`config.mk`:
```
export PLATFORM = sky130hd
export DESIGN_NAME = tcirq_flags
export DESIGN_NICKNAME = d
export VERILOG_FILES = /design/src/verilog/tcirq_pkg.sv /design/src/verilog/tcirq_evt_flag.sv /design/src/verilog/tcirq_flags.sv
export SDC_FILE = /design/constraint.sdc
export NUM_CORES = 1
export LEC_CHECK = 0
export BUFFER_PORTS_ARGS = -buffer_cell sky130_fd_sc_hd__buf_2
export CAP_MARGIN = 20
export CORE_AREA = 2 2 72 74
export CTS_BUF_LIST = sky130_fd_sc_hd__clkbuf_8
export CTS_CLUSTER_DIAMETER = 30
export DETAILED_ROUTE_END_ITERATION = 10
export DIE_AREA = 0 0 74 76
export GPL_TIMING_DRIVEN = 0
export PLACE_DENSITY = 0.75
export SKIP_CTS_REPAIR_TIMING = 1
export SLEW_MARGIN = 30
export SYNTH_ARGS = -nofsm -noshare
export SYNTH_HDL_FRONTEND = slang
export SYNTH_SLANG_ARGS = --single-unit
```
`constraint.sdc`:
```
create_clock -name core_clk -period 1 [get_ports core_clk]
set_input_delay 0.2 -clock core_clk [delete_from_list [all_inputs] [get_ports core_clk]]
set_output_delay 0.2 -clock core_clk [all_outputs]
set_load 0.03 [all_outputs]
```
`src/verilog/tcirq_pkg.sv`:
```
package tcirq_pkg;

  // Register port widths
  localparam int unsigned TCIRQ_ADDR_W = 8;
  localparam int unsigned TCIRQ_DATA_W = 8;

  // Register offsets on the two-wire register port
  localparam logic [7:0] TCIRQ_OFS_CONN = 8'h02;
  localparam logic [7:0] TCIRQ_OFS_CHG = 8'h03;
  localparam logic [7:0] TCIRQ_OFS_SUP = 8'h04;
  localparam logic [7:0] TCIRQ_OFS_ACC = 8'h05;
  localparam logic [7:0] TCIRQ_OFS_RES = 8'h06;

  // Common reset value of every flag register
  localparam logic [7:0] TCIRQ_FLAGS_RST = 8'h00;

  // Connector event flag positions
  localparam int unsigned TCIRQ_CONN_STATE_BIT = 5;
  localparam int unsigned TCIRQ_PIN_ORIENT_BIT = 4;
  localparam int unsigned TCIRQ_ADV_CURRENT_BIT = 3;
  localparam int unsigned TCIRQ_CABLE_POWER_BIT = 2;
  localparam int unsigned TCIRQ_CABLE_OC_BIT = 1;
  localparam int unsigned TCIRQ_DETECT_ABORT_BIT = 0;

  // Charge detection event flag positions
  localparam int unsigned TCIRQ_CHARGER_KIND_BIT = 4;
  localparam int unsigned TCIRQ_VENDOR_KIND_BIT = 3;
  localparam int unsigned TCIRQ_RUN_RISE_BIT = 2;
  localparam int unsigned TCIRQ_RUN_FALL_BIT = 1;
  localparam int unsigned TCIRQ_CONTACT_TMO_BIT = 0;

  // Supply path event flag positions
  localparam int unsigned TCIRQ_SUPPLY_SWITCH_BIT = 1;
  localparam int unsigned TCIRQ_SUPPLY_OVERVOLT_BIT = 0;

  // Accessory resistor flags occupy bits 0 up to this count minus one
  localparam int unsigned TCIRQ_ACC_COUNT = 5;

  // Resistance result event flag positions
  localparam int unsigned TCIRQ_RES_GROUND_BIT = 5;
  localparam int unsigned TCIRQ_RES_DONE_BIT = 4;
  localparam int unsigned TCIRQ_RES_FINITE_BIT = 3;
  localparam int unsigned TCIRQ_RES_OPEN_BIT = 2;
  localparam int unsigned TCIRQ_RES_ABORT_BIT = 1;
  localparam int unsigned TCIRQ_RES_MOIST_BIT = 0;

  // Status field widths
  localparam int unsigned TCIRQ_CONN_STATE_W = 3;
  localparam int unsigned TCIRQ_PIN_ORIENT_W = 2;
  localparam int unsigned TCIRQ_ADV_CURRENT_W = 2;
  localparam int unsigned TCIRQ_CHARGER_KIND_W = 2;
  localparam int unsigned TCIRQ_VENDOR_KIND_W = 4;

  // How a flag cell recognises its event
  typedef enum logic [1:0] {
    TCIRQ_ON_CHANGE,
    TCIRQ_ON_RISE,
    TCIRQ_ON_FALL,
    TCIRQ_ON_PULSE
  } tcirq_kind_t;

  // Connector state machine status
  typedef struct packed {
    logic [TCIRQ_CONN_STATE_W-1:0] conn_state;
    logic [TCIRQ_PIN_ORIENT_W-1:0] pin_orient;
    logic [TCIRQ_ADV_CURRENT_W-1:0] adv_current;
    logic cable_power_state;
    logic cable_power_overcurrent;
    logic detect_abort;
  } tcirq_conn_stat_t;

  // Charging detection machine status
  typedef struct packed {
    logic [TCIRQ_CHARGER_KIND_W-1:0] charger_kind;
    logic [TCIRQ_VENDOR_KIND_W-1:0] vendor_charger_kind;
    logic detect_running;
    logic contact_timeout;
  } tcirq_chg_stat_t;

  // Supply switch supervisor status
  typedef struct packed {
    logic switch_closed;
    logic overvolt;
  } tcirq_sup_stat_t;

  // Resistance and moisture measurement result strobes
  typedef struct packed {
    logic [TCIRQ_ACC_COUNT-1:0] accessory;
    logic grounded;
    logic meas_done;
    logic invalid_finite;
    logic open;
    logic aborted;
    logic moisture_valid;
  } tcirq_res_evt_t;

  // One register access from the two-wire register engine
  typedef struct packed {
    logic wr;
    logic rd;
    logic [TCIRQ_ADDR_W-1:0] addr;
    logic [TCIRQ_DATA_W-1:0] wdata;
  } tcirq_reg_req_t;

endpackage

```
`src/verilog/tcirq_evt_flag.sv`:
```
`timescale 1ns/1ns
module tcirq_evt_flag
  import tcirq_pkg::*;
#(
  parameter int unsigned W = 1,
  parameter tcirq_kind_t KIND = TCIRQ_ON_CHANGE
) (
  input wire logic core_clk, // System clock
  input wire logic rst_b, // Asynchronous reset, active low
  input wire logic [W-1:0] src, // Watched status or strobe
  input wire logic clr, // Write-one clear of this flag
  output logic flag // Sticky event flag
);

  import tcirq_pkg::*;

  // Elaboration check: a zero-width watched field cannot be served
  if (W < 1) begin : g_bad_w
    $error("tcirq_evt_flag needs W of at least one");
  end

  logic [W-1:0] prev_r; // Status seen last cycle
  logic primed_r; // Baseline captured after reset
  logic hit; // Event seen this cycle
  logic flag_r; // Flag state

  // Track previous status; for change and edge kinds the first cycle only takes a baseline
  always_ff @(posedge core_clk or negedge rst_b) begin
    if (!rst_b) begin
      prev_r <= '0;
      primed_r <= 1'b0;
    end else begin
      prev_r <= src;
      primed_r <= 1'b1;
    end
  end

  // Recognise the event in the chosen manner
  always_comb begin
    unique case (KIND)
      TCIRQ_ON_CHANGE: hit = primed_r && (src != prev_r);
      TCIRQ_ON_RISE: hit = primed_r && src[0] && !prev_r[0];
      TCIRQ_ON_FALL: hit = primed_r && !src[0] && prev_r[0];
      TCIRQ_ON_PULSE: hit = |src; // Strobes count in any cycle they are high
    endcase
  end

  // Sticky flag; a new event wins over a clear in the same cycle
  always_ff @(posedge core_clk or negedge rst_b) begin
    if (!rst_b) begin
      flag_r <= 1'b0;
    end else begin
      flag_r <= hit | (flag_r & ~clr);
    end
  end

  assign flag = flag_r;

endmodule

```
`src/verilog/tcirq_flags.sv`:
```
`timescale 1ns/1ns
// What this block does
// - Connector state change sets connector bit five
// - Pin orientation change sets connector bit four
// - Advertised current change sets connector bit three
// - Cable power on/off change sets bit two
// - Cable power overcurrent change sets bit one
// - Detection abort event sets connector bit zero
// - Charger type change sets charge bit four
// - Detection run start sets charge bit two
// - Detection run end sets charge bit one
// - Contact timeout change sets charge bit zero
// - Supply switch change sets supply bit one
// - Supply overvoltage change sets supply bit zero
// - Valid accessory one to five sets bits
// - Measurement done bit four, moisture bit zero
// - Ground, finite, open, abort set result bits
module tcirq_flags
  import tcirq_pkg::*;
(
  input wire logic core_clk, // System clock, 50 MHz
  input wire logic rst_b, // Asynchronous reset, active low
  input tcirq_pkg::tcirq_conn_stat_t conn_stat, // Connector machine status
  input tcirq_pkg::tcirq_chg_stat_t chg_stat, // Charging detection status
  input tcirq_pkg::tcirq_sup_stat_t sup_stat, // Supply switch status
  input tcirq_pkg::tcirq_res_evt_t res_evt, // Measurement result strobes
  input tcirq_pkg::tcirq_reg_req_t reg_req, // Register access request
  output logic [tcirq_pkg::TCIRQ_DATA_W-1:0] reg_rdata, // Read data, registered
  output logic reg_rvalid, // Read data valid pulse
  output logic flag_pending // Any flag set, registered
);

  import tcirq_pkg::*;

  // Elaboration checks: the register images below are built for byte-wide registers
  if (TCIRQ_DATA_W != 8) begin : g_bad_data_w
    $error("tcirq_flags needs byte-wide registers");
  end
  // Every accessory flag must fit into its register
  if (TCIRQ_ACC_COUNT > TCIRQ_DATA_W) begin : g_bad_acc_count
    $error("tcirq_flags has more accessory flags than register bits");
  end
  // The highest named flag positions must land inside their registers
  if ((TCIRQ_CONN_STATE_BIT >= TCIRQ_DATA_W) ||
      (TCIRQ_RES_GROUND_BIT >= TCIRQ_DATA_W)) begin : g_bad_pos
    $error("tcirq_flags places a flag outside its register");
  end

  logic [TCIRQ_DATA_W-1:0] conn_flags; // Connector event flags
  logic [TCIRQ_DATA_W-1:0] chg_flags; // Charge detection event flags
  logic [TCIRQ_DATA_W-1:0] sup_flags; // Supply path event flags
  logic [TCIRQ_DATA_W-1:0] acc_flags; // Accessory resistor event flags
  logic [TCIRQ_DATA_W-1:0] res_flags; // Resistance result event flags

  logic [TCIRQ_DATA_W-1:0] conn_clr; // Write-one clear masks
  logic [TCIRQ_DATA_W-1:0] chg_clr;
  logic [TCIRQ_DATA_W-1:0] sup_clr;
  logic [TCIRQ_DATA_W-1:0] acc_clr;
  logic [TCIRQ_DATA_W-1:0] res_clr;

  logic [TCIRQ_DATA_W-1:0] rdata_nxt; // Read mux output
  logic [TCIRQ_DATA_W-1:0] rdata_r; // Read data holder
  logic rvalid_r; // Read answer strobe
  logic pending_r; // Any-flag summary

  // Write decode: each written one clears the matching flag
  always_comb begin
    conn_clr = '0;
    chg_clr = '0;
    sup_clr = '0;
    acc_clr = '0;
    res_clr = '0;
    if (reg_req.wr) begin
      unique case (reg_req.addr)
        TCIRQ_OFS_CONN: conn_clr = reg_req.wdata;
        TCIRQ_OFS_CHG: chg_clr = reg_req.wdata;
        TCIRQ_OFS_SUP: sup_clr = reg_req.wdata;
        TCIRQ_OFS_ACC: acc_clr = reg_req.wdata;
        TCIRQ_OFS_RES: res_clr = reg_req.wdata;
        default: conn_clr = '0; // Unmapped writes are ignored
      endcase
    end
  end

  // Connector event flags; unused upper bits read as zero
  assign conn_flags[7:6] = 2'h0;

  // Any change of the three-bit connector state
  tcirq_evt_flag #(.W(TCIRQ_CONN_STATE_W), .KIND(TCIRQ_ON_CHANGE)) u_conn_state (
    .core_clk(core_clk),
    .rst_b(rst_b),
    .src(conn_stat.conn_state),
    .clr(conn_clr[TCIRQ_CONN_STATE_BIT]),
    .flag(conn_flags[TCIRQ_CONN_STATE_BIT])
  );

  // Any change of the active-pin orientation
  tcirq_evt_flag #(.W(TCIRQ_PIN_ORIENT_W), .KIND(TCIRQ_ON_CHANGE)) u_pin_orient (
    .core_clk(core_clk),
    .rst_b(rst_b),
    .src(conn_stat.pin_orient),
    .clr(conn_clr[TCIRQ_PIN_ORIENT_BIT]),
    .flag(conn_flags[TCIRQ_PIN_ORIENT_BIT])
  );

  // Any change of the advertised source current
  tcirq_evt_flag #(.W(TCIRQ_ADV_CURRENT_W), .KIND(TCIRQ_ON_CHANGE)) u_adv_current (
    .core_clk(core_clk),
    .rst_b(rst_b),
    .src(conn_stat.adv_current),
    .clr(conn_clr[TCIRQ_ADV_CURRENT_BIT]),
    .flag(conn_flags[TCIRQ_ADV_CURRENT_BIT])
  );

  // Cable power output switched on or off
  tcirq_evt_flag #(.W(1), .KIND(TCIRQ_ON_CHANGE)) u_cable_power (
    .core_clk(core_clk),
    .rst_b(rst_b),
    .src(conn_stat.cable_power_state),
    .clr(conn_clr[TCIRQ_CABLE_POWER_BIT]),
    .flag(conn_flags[TCIRQ_CABLE_POWER_BIT])
  );

  // Overcurrent status entered or left on the cable power output
  tcirq_evt_flag #(.W(1), .KIND(TCIRQ_ON_CHANGE)) u_cable_oc (
    .core_clk(core_clk),
    .rst_b(rst_b),
    .src(conn_stat.cable_power_overcurrent),
    .clr(conn_clr[TCIRQ_CABLE_OC_BIT]),
    .flag(conn_flags[TCIRQ_CABLE_OC_BIT])
  );

  // Abort arrives as a one-cycle strobe from the connector machine
  tcirq_evt_flag #(.W(1), .KIND(TCIRQ_ON_PULSE)) u_detect_abort (
    .core_clk(core_clk),
    .rst_b(rst_b),
    .src(conn_stat.detect_abort),
    .clr(conn_clr[TCIRQ_DETECT_ABORT_BIT]),
    .flag(conn_flags[TCIRQ_DETECT_ABORT_BIT])
  );

  // Charge detection event flags
  assign chg_flags[7:5] = 3'h0;

  // Any change of the standard charger type
  tcirq_evt_flag #(.W(TCIRQ_CHARGER_KIND_W), .KIND(TCIRQ_ON_CHANGE)) u_charger_kind (
    .core_clk(core_clk),
    .rst_b(rst_b),
    .src(chg_stat.charger_kind),
    .clr(chg_clr[TCIRQ_CHARGER_KIND_BIT]),
    .flag(chg_flags[TCIRQ_CHARGER_KIND_BIT])
  );

  // Any change of the vendor-specific charger type
  tcirq_evt_flag #(.W(TCIRQ_VENDOR_KIND_W), .KIND(TCIRQ_ON_CHANGE)) u_vendor_kind (
    .core_clk(core_clk),
    .rst_b(rst_b),
    .src(chg_stat.vendor_charger_kind),
    .clr(chg_clr[TCIRQ_VENDOR_KIND_BIT]),
    .flag(chg_flags[TCIRQ_VENDOR_KIND_BIT])
  );

  // Both edges of the running indicator are caught separately
  tcirq_evt_flag #(.W(1), .KIND(TCIRQ_ON_RISE)) u_run_rise (
    .core_clk(core_clk),
    .rst_b(rst_b),
    .src(chg_stat.detect_running),
    .clr(chg_clr[TCIRQ_RUN_RISE_BIT]),
    .flag(chg_flags[TCIRQ_RUN_RISE_BIT])
  );

  tcirq_evt_flag #(.W(1), .KIND(TCIRQ_ON_FALL)) u_run_fall (
    .core_clk(core_clk),
    .rst_b(rst_b),
    .src(chg_stat.detect_running),
    .clr(chg_clr[TCIRQ_RUN_FALL_BIT]),
    .flag(chg_flags[TCIRQ_RUN_FALL_BIT])
  );

  // Data-contact timeout status entered or left
  tcirq_evt_flag #(.W(1), .KIND(TCIRQ_ON_CHANGE)) u_contact_tmo (
    .core_clk(core_clk),
    .rst_b(rst_b),
    .src(chg_stat.contact_timeout),
    .clr(chg_clr[TCIRQ_CONTACT_TMO_BIT]),
    .flag(chg_flags[TCIRQ_CONTACT_TMO_BIT])
  );

  // Supply path event flags
  assign sup_flags[7:2] = 6'h00;

  // Supply switch opened or closed
  tcirq_evt_flag #(.W(1), .KIND(TCIRQ_ON_CHANGE)) u_supply_switch (
    .core_clk(core_clk),
    .rst_b(rst_b),
    .src(sup_stat.switch_closed),
    .clr(sup_clr[TCIRQ_SUPPLY_SWITCH_BIT]),
    .flag(sup_flags[TCIRQ_SUPPLY_SWITCH_BIT])
  );

  // Supply overvoltage entered or left
  tcirq_evt_flag #(.W(1), .KIND(TCIRQ_ON_CHANGE)) u_supply_ovp (
    .core_clk(core_clk),
    .rst_b(rst_b),
    .src(sup_stat.overvolt),
    .clr(sup_clr[TCIRQ_SUPPLY_OVERVOLT_BIT]),
    .flag(sup_flags[TCIRQ_SUPPLY_OVERVOLT_BIT])
  );

  // Accessory resistor flags, one cell per accessory strobe
  assign acc_flags[7:TCIRQ_ACC_COUNT] = '0;

  for (genvar i = 0; i < TCIRQ_ACC_COUNT; i++) begin : g_acc
    tcirq_evt_flag #(.W(1), .KIND(TCIRQ_ON_PULSE)) u_acc (
      .core_clk(core_clk),
      .rst_b(rst_b),
      .src(res_evt.accessory[i]),
      .clr(acc_clr[i]),
      .flag(acc_flags[i])
    );
  end

  // Resistance result flags
  assign res_flags[7:6] = 2'h0;

  // Measurement found a grounded line
  tcirq_evt_flag #(.W(1), .KIND(TCIRQ_ON_PULSE)) u_res_ground (
    .core_clk(core_clk),
    .rst_b(rst_b),
    .src(res_evt.grounded),
    .clr(res_clr[TCIRQ_RES_GROUND_BIT]),
    .flag(res_flags[TCIRQ_RES_GROUND_BIT])
  );

  // Sideband resistor measurement completed
  tcirq_evt_flag #(.W(1), .KIND(TCIRQ_ON_PULSE)) u_res_done (
    .core_clk(core_clk),
    .rst_b(rst_b),
    .src(res_evt.meas_done),
    .clr(res_clr[TCIRQ_RES_DONE_BIT]),
    .flag(res_flags[TCIRQ_RES_DONE_BIT])
  );

  tcirq_evt_flag #(.W(1), .KIND(TCIRQ_ON_PULSE)) u_res_finite (
    .core_clk(core_clk),
    .rst_b(rst_b),
    .src(res_evt.invalid_finite),
    .clr(res_clr[TCIRQ_RES_FINITE_BIT]),
    .flag(res_flags[TCIRQ_RES_FINITE_BIT])
  );

  tcirq_evt_flag #(.W(1), .KIND(TCIRQ_ON_PULSE)) u_res_open (
    .core_clk(core_clk),
    .rst_b(rst_b),
    .src(res_evt.open),
    .clr(res_clr[TCIRQ_RES_OPEN_BIT]),
    .flag(res_flags[TCIRQ_RES_OPEN_BIT])
  );

  tcirq_evt_flag #(.W(1), .KIND(TCIRQ_ON_PULSE)) u_res_abort (
    .core_clk(core_clk),
    .rst_b(rst_b),
    .src(res_evt.aborted),
    .clr(res_clr[TCIRQ_RES_ABORT_BIT]),
    .flag(res_flags[TCIRQ_RES_ABORT_BIT])
  );

  // Valid moisture detection result obtained
  tcirq_evt_flag #(.W(1), .KIND(TCIRQ_ON_PULSE)) u_res_moist (
    .core_clk(core_clk),
    .rst_b(rst_b),
    .src(res_evt.moisture_valid),
    .clr(res_clr[TCIRQ_RES_MOIST_BIT]),
    .flag(res_flags[TCIRQ_RES_MOIST_BIT])
  );

  // Read mux; unmapped addresses answer zero
  always_comb begin
    unique case (reg_req.addr)
      TCIRQ_OFS_CONN: rdata_nxt = conn_flags;
      TCIRQ_OFS_CHG: rdata_nxt = chg_flags;
      TCIRQ_OFS_SUP: rdata_nxt = sup_flags;
      TCIRQ_OFS_ACC: rdata_nxt = acc_flags;
      TCIRQ_OFS_RES: rdata_nxt = res_flags;
      default: rdata_nxt = TCIRQ_FLAGS_RST;
    endcase
  end

  // Read data is captured on a read and held until the next one
  always_ff @(posedge core_clk or negedge rst_b) begin
    if (!rst_b) begin
      rdata_r <= TCIRQ_FLAGS_RST;
    end else if (reg_req.rd) begin
      rdata_r <= rdata_nxt;
    end
  end

  // Read answer strobe, one cycle after the request
  always_ff @(posedge core_clk or negedge rst_b) begin
    if (!rst_b) begin
      rvalid_r <= 1'b0;
    end else begin
      rvalid_r <= reg_req.rd;
    end
  end

  // Summary of all flags, telling the host a status read is due
  always_ff @(posedge core_clk or negedge rst_b) begin
    if (!rst_b) begin
      pending_r <= 1'b0;
    end else begin
      pending_r <= |{conn_flags, chg_flags, sup_flags, acc_flags, res_flags};
    end
  end

  assign reg_rdata = rdata_r;
  assign reg_rvalid = rvalid_r;
  assign flag_pending = pending_r;

endmodule

```
* Word level (Yosys, flattened, before mapping) *
Cells that the tools add are included.

operators by class
  eq/ne operators = 15
  add/subtract/negate cells = 0
  order comparisons = 0
  shift-type cells = 0
  reduce and logical (&&, ||, !) cells = 17
  muxes and demuxes = 11
  divide/modulo/power cells = 0
  bitwise operators = 72
  multipliers = 0

operators with widths
  kind                                                                    number
  6-bit one-hot mux with 5 select lines                                   1
  1-bit bitwise AND                                                       24
  8-bit by 3-bit equality test with 1-bit output (second input constant)  3
  6-bit two-way mux                                                       4
  1-bit NOT                                                               24
  1-bit bitwise OR                                                        24
  24-bit OR reduction                                                     1
  5-bit two-way mux                                                       4
  8-bit by 2-bit equality test with 1-bit output (second input constant)  2
  1-bit logical AND                                                       14
  2-bit inequality test                                                   3
  1-bit inequality test                                                   5
  2-bit two-way mux                                                       2
  4-bit inequality test                                                   1
  3-bit inequality test                                                   1
  1-bit logical NOT                                                       2

word-level totals
  word-level logic and storage cells = 154
  memories kept = 0
  bits in writable memories = 0
  ROM bits = 0
  register bits after elaboration = 54
  bits in latches = 0
  bits of input ports = 51

* Depth between registers and ports, before layout *
  depth in word-level cells = 6
  gate-level depth with buffers = 5
  mapped depth without buffers = 4

* Hierarchy *
A second synthesis with hierarchy kept.

second synthesis, totals
  cell total of the unflattened synthesis = 245
  area, all modules = 2,727.6 um2

by module, submodules not included
  module                               instances  area an instance (um2)  cells an instance
  tcirq_flags                          1          810.8                   104
  tcirq_evt_flag (u_cable_oc ...)      5          100.1                   7
  tcirq_evt_flag (g_acc[0].u_acc ...)  12         36.3                    3
  tcirq_evt_flag (u_adv_current ...)   3          135.1                   10
  tcirq_evt_flag (u_vendor_kind)       1          206.4                   14
  tcirq_evt_flag (u_run_fall ...)      2          98.8                    7
  tcirq_evt_flag (u_conn_state)        1          171.4                   12

* Worst setup path after synthesis *
Ideal clock, no wire load.

  path type = input-to-reg
  from = in reg_req[9] (netlist bit)
  to = reg u_contact_tmo.flag_r (netlist: u_contact_tmo.flag)
  data required time = 0.879 ns
  stages on the path = 5
  slack = -0.622 ns
  arrival time = 1.501 ns
  library setup time = 0.121 ns
  path through = buf_4 or4b_4 nor4_4 nand4_1 a22o_1

between the ends
  word-level cells in the longest chain between the ends = 6

ends and longest elaborated chain
  what                                            line                  text
  from (decl)                                     tcirq_flags.sv:27     input tcirq_pkg::tcirq_reg_req_t reg_req,
  8-bit by 2-bit equality test with 1-bit output  tcirq_flags.sv:74     unique case (reg_req.addr)
  5-bit two-way mux                               tcirq_flags.sv:74
  5-bit two-way mux                               tcirq_flags.sv:73     if (reg_req.wr) begin
  1-bit NOT                                       tcirq_evt_flag.sv:53  flag_r <= hit | (flag_r & ~clr);
  1-bit bitwise AND                               tcirq_evt_flag.sv:53
  1-bit bitwise OR                                tcirq_evt_flag.sv:53
  to (signal assigned)                            tcirq_evt_flag.sv:53
  to (decl)                                       tcirq_evt_flag.sv:25  logic flag_r;

Every way passes these cells.
A chain may end at the register's enable or synchronous reset.

* Worst setup path in the final report *
  from = in reg_req[14] (netlist bit)
  to = reg u_charger_kind.flag_r (netlist: u_charger_kind.flag)

between the ends
  word-level cells in the longest chain between the ends = 6

ends and longest elaborated chain
  what                                            line
  8-bit by 2-bit equality test with 1-bit output  tcirq_flags.sv:74
  5-bit two-way mux                               tcirq_flags.sv:74
  5-bit two-way mux                               tcirq_flags.sv:73
  1-bit NOT                                       tcirq_evt_flag.sv:53
  1-bit bitwise AND                               tcirq_evt_flag.sv:53
  1-bit bitwise OR                                tcirq_evt_flag.sv:53
  to (signal assigned)                            tcirq_evt_flag.sv:53
  to (decl)                                       tcirq_evt_flag.sv:25

Every way passes these cells.

==> results.cfg <==
[grt]
overflow = 0
grt_pass1_vias = 1711
grt_pass1_wl_mm = 8.18
grtUsageTotal = 0.188
grt_start_max_net_pins = 53
antenna_found_initial = 0

[clocking]
htree_levels = 2
cts_tree = done
cts_buffer_depth = 2
clk_pin_slew_ns = 0.10
cts_buffers = 5
clock_sinks = 52
cts_root_buf = clkbuf_8
clk_latency_ns = 0.31

[die]
start_util = 0.462
die_x_um = 74
std_cell_rows = 26
core-area_um2 = 4910
ios = 61
die_y_um = 76
die_area_um2 = 5620

[cells_and_area]
diodes = 0
syn_to_final_growth_pct = 32.7
final_layout_size_suffix_gt1_frac = 0.393
seq_area_um2 = 1300
nets = 312
multiInputGateArea_um2 = 1010
final_area_um2 = 3010
fill_cells = 385

[timing]
fin_crit_sh = 1.41
clock_skew_ns = 0.0117
period_needed_ns = 1.41
tightest_slew_ns = 0.653
fin_hold_ws_ns = -0.100
fmax_mhz = 710
worst_slack_ns = -0.409
tns_ns = -10.68
finalHoldViolCount = 52
finalSetupViolCount = 39
maxSlewHeadroom = 0.565
slew_violations = 0
rsz0062_at_grt = yes

[place]
routabilityCongestion = 0.890
dp_hpwl_mm = 3.61
placedInstanceArea_um2 = 2660
port_buffers = 54

[critical_path]
r2r_end = flag_pending$_DFF_PN0_
cp-startpoint = reg_req[14]
critPathCaptureType = flop
cp_top_family = simple AND/OR/NAND/NOR gates
path_cells = buf_6, or4b_4, nor4_4, buf_6, nand4_1, a22o_1
slowest_delay_ns = 0.56
rrSetupSlack_ns = -0.24
path_class = in -> reg
critical_path.most_common_cell = buf_6
cp_max_fo = 5
crit_required_ns = 1.20
r2r_start = u_res_finite.flag$_DFF_PN0_
crit_buf_inv = 2
reg2reg_depth = 3
cp_slowest_cell = or4b_4
cp-start-kind = input port
arrival_ns = 1.61

[synthesis]
avgSynthCellArea_um2 = 12.0
synth_top_family_by_area = simple AND/OR/NAND/NOR gates
synth_top_cell_by_area = dfrtp_1
ys_ff_latch = 52
synth_xor_area_frac = 0.0695
synth_seq_area_share = 0.573
synth.area.mux_share = 0.0336
syn_inst = 189
synth_compound_area_frac = 0.145
synth.area.top_cells = dfrtp_1 (57%), a22o_1 (5.0%), xnor2_1 (5.0%), nand3_1 (4.4%), a21o_1 (4.0%)
synth-edff-count = 0
synth_area_um2 = 2270
post_synth_num_cell_types = 32
synthArstFlopShare = 1.00
synthFlopType = dfrtp_1
synthAdderAreaFrac = 0
synthSimpleGateAreaFrac = 0.147
yosysTopAreaCellShare = 0.573
ys_warn_count = 0

[run_status]
status = finished, violations left
violations = hold timing, setup timing

[drt]
via_per_inst = 5.45
final_antenna_net_count = 0
wire_per_inst_um = 16.2
drtIter0Drc = 175
vias = 1808
firstDrtPassIters = 4
routed_wl_mm = 5.37
drcViolationCount = 0

[pwr]
p_leak_uw = 0.00118
total_power_uw = 3830
max-vdd-ir-drop_mv = 0.820
p_per_area_nw_per_um2 = 1270

[run]
maxCapViolCount = 0

[worst_hold_path]
hold_class = in -> async
[worst register-to-register path, cell delays in order, from the launching register on]
cell	delay, ns
dfrtp_1	0.42
nor4_2	0.33
and4_1	0.29
nand3_2	0.08
[logic make-up (layout without fill, tap and decap cells)]
logic type | after synthesis | in the layout
multiplexers | 7 | 7
buffers and inverters | 14 | 86
AND/OR/NAND/NOR | 54 | 54
XOR/XNOR | 18 | 18
flip-flops | 52 | 52
AO/OA/AOI/OAI | 42 | 42
other | 2 | 3
[cell usage in the layout (no fill, tap or decap), types with 3 or more instances in the layout]
| master | synthesis | routed |
|---|---|---|
| a21o_1 | 12 | 12 |
| a22o_1 | 13 | 13 |
| a22oi_2 | 0 | 5 |
| buf_2 | 0 | 41 |
| buf_4 | 3 | 8 |
| buf_6 | 0 | 16 |
| clkbuf_1 | 5 | 3 |
| clkbuf_8 | 0 | 5 |
| conb_1 | 2 | 3 |
| dfrtp_1 | 52 | 52 |
| inv_1 | 5 | 5 |
| mux2_2 | 5 | 5 |
| nand2_1 | 4 | 4 |
| nand3_1 | 20 | 16 |
| nand3_2 | 0 | 4 |
| nand4_1 | 8 | 8 |
| nor2_1 | 5 | 4 |
| nor4_1 | 6 | 3 |
| nor4_2 | 0 | 3 |
| o22ai_1 | 4 | 4 |
| o2bb2ai_1 | 3 | 3 |
| xnor2_1 | 13 | 13 |
| xor2_1 | 5 | 5 |
[synth_stat cells (all sizes together), types with 3 or more instances]
library cell	count
o2bb2ai	3
nor4	7
xnor2	13
inv	5
buf	4
nand4	8
a22oi	6
o22ai	4
clkbuf	5
nand3	20
dfrtp	52
a22o	13
xor2	5
a21o	12
nand2	4
mux2	5
nor2	6
[routing by layer]
metal  GRT usage  part of all wire  vias to the layer above
li1            -                 -                      840
met1       0.270              0.42                      884
met2       0.279              0.50                       74
met3      0.0370             0.066                       10
met4      0.0764             0.021                        0
met5           0                 0                        -
[power by group]
| group | internal [uW] | total [uW] | switching [uW] | leakage (uW) |
|---|---|---|---|---|
| Clock | 497 | 1200 | 702 | 0.0000445 |
| Sequential | 2150 | 2180 | 26.2 | 0.000545 |
| Combinational | 200 | 449 | 249 | 0.000587 |
[registers in the layout (all words and copies together) (netlist names), 2 cells and up]
register               cells
reg_rdata                  6
g_acc.u_acc.flag           5
u_vendor_kind.prev_r       4
u_conn_state.prev_r        3
u_adv_current.prev_r       2
u_charger_kind.prev_r      2
u_pin_orient.prev_r        2
[per-stage QoR]
stage	utilization	setup slack (ns)	hold slack (ns)	std cells
finish	0.613	-0.409	-0.100	332
global route	0.613	-0.437	-0.0420	332
CTS	0.560	-0.573	-0.0635	322
detailed placement	0.542	-0.893	0.272	314
global placement	0.542	-0.874	0.321	314
floorplan	-	-0.583	-0.0956	190
[area by class of cell]
cell class                 count  share of cell area
timing repair buffer          64               0.150
clock buffer                   5              0.0229
tap                           70              0.0291
clock inverter                 3             0.00706
sequential                    52               0.432
buffer                         9              0.0183
multi-input combinational    124               0.335
inverter                       5             0.00623
[how the worst max path moves through the flow]
stage	endpoint	depth (start not counted)
after floorplan	u_contact_tmo.flag$_DFF_PN0_	5
after global placement	u_contact_tmo.flag$_DFF_PN0_	5
after detailed placement	u_contact_tmo.flag$_DFF_PN0_	5
after CTS	u_contact_tmo.flag$_DFF_PN0_	5
after global routing	u_charger_kind.flag$_DFF_PN0_	6
final	u_charger_kind.flag$_DFF_PN0_	6
(Power assumes the default switching activity.)
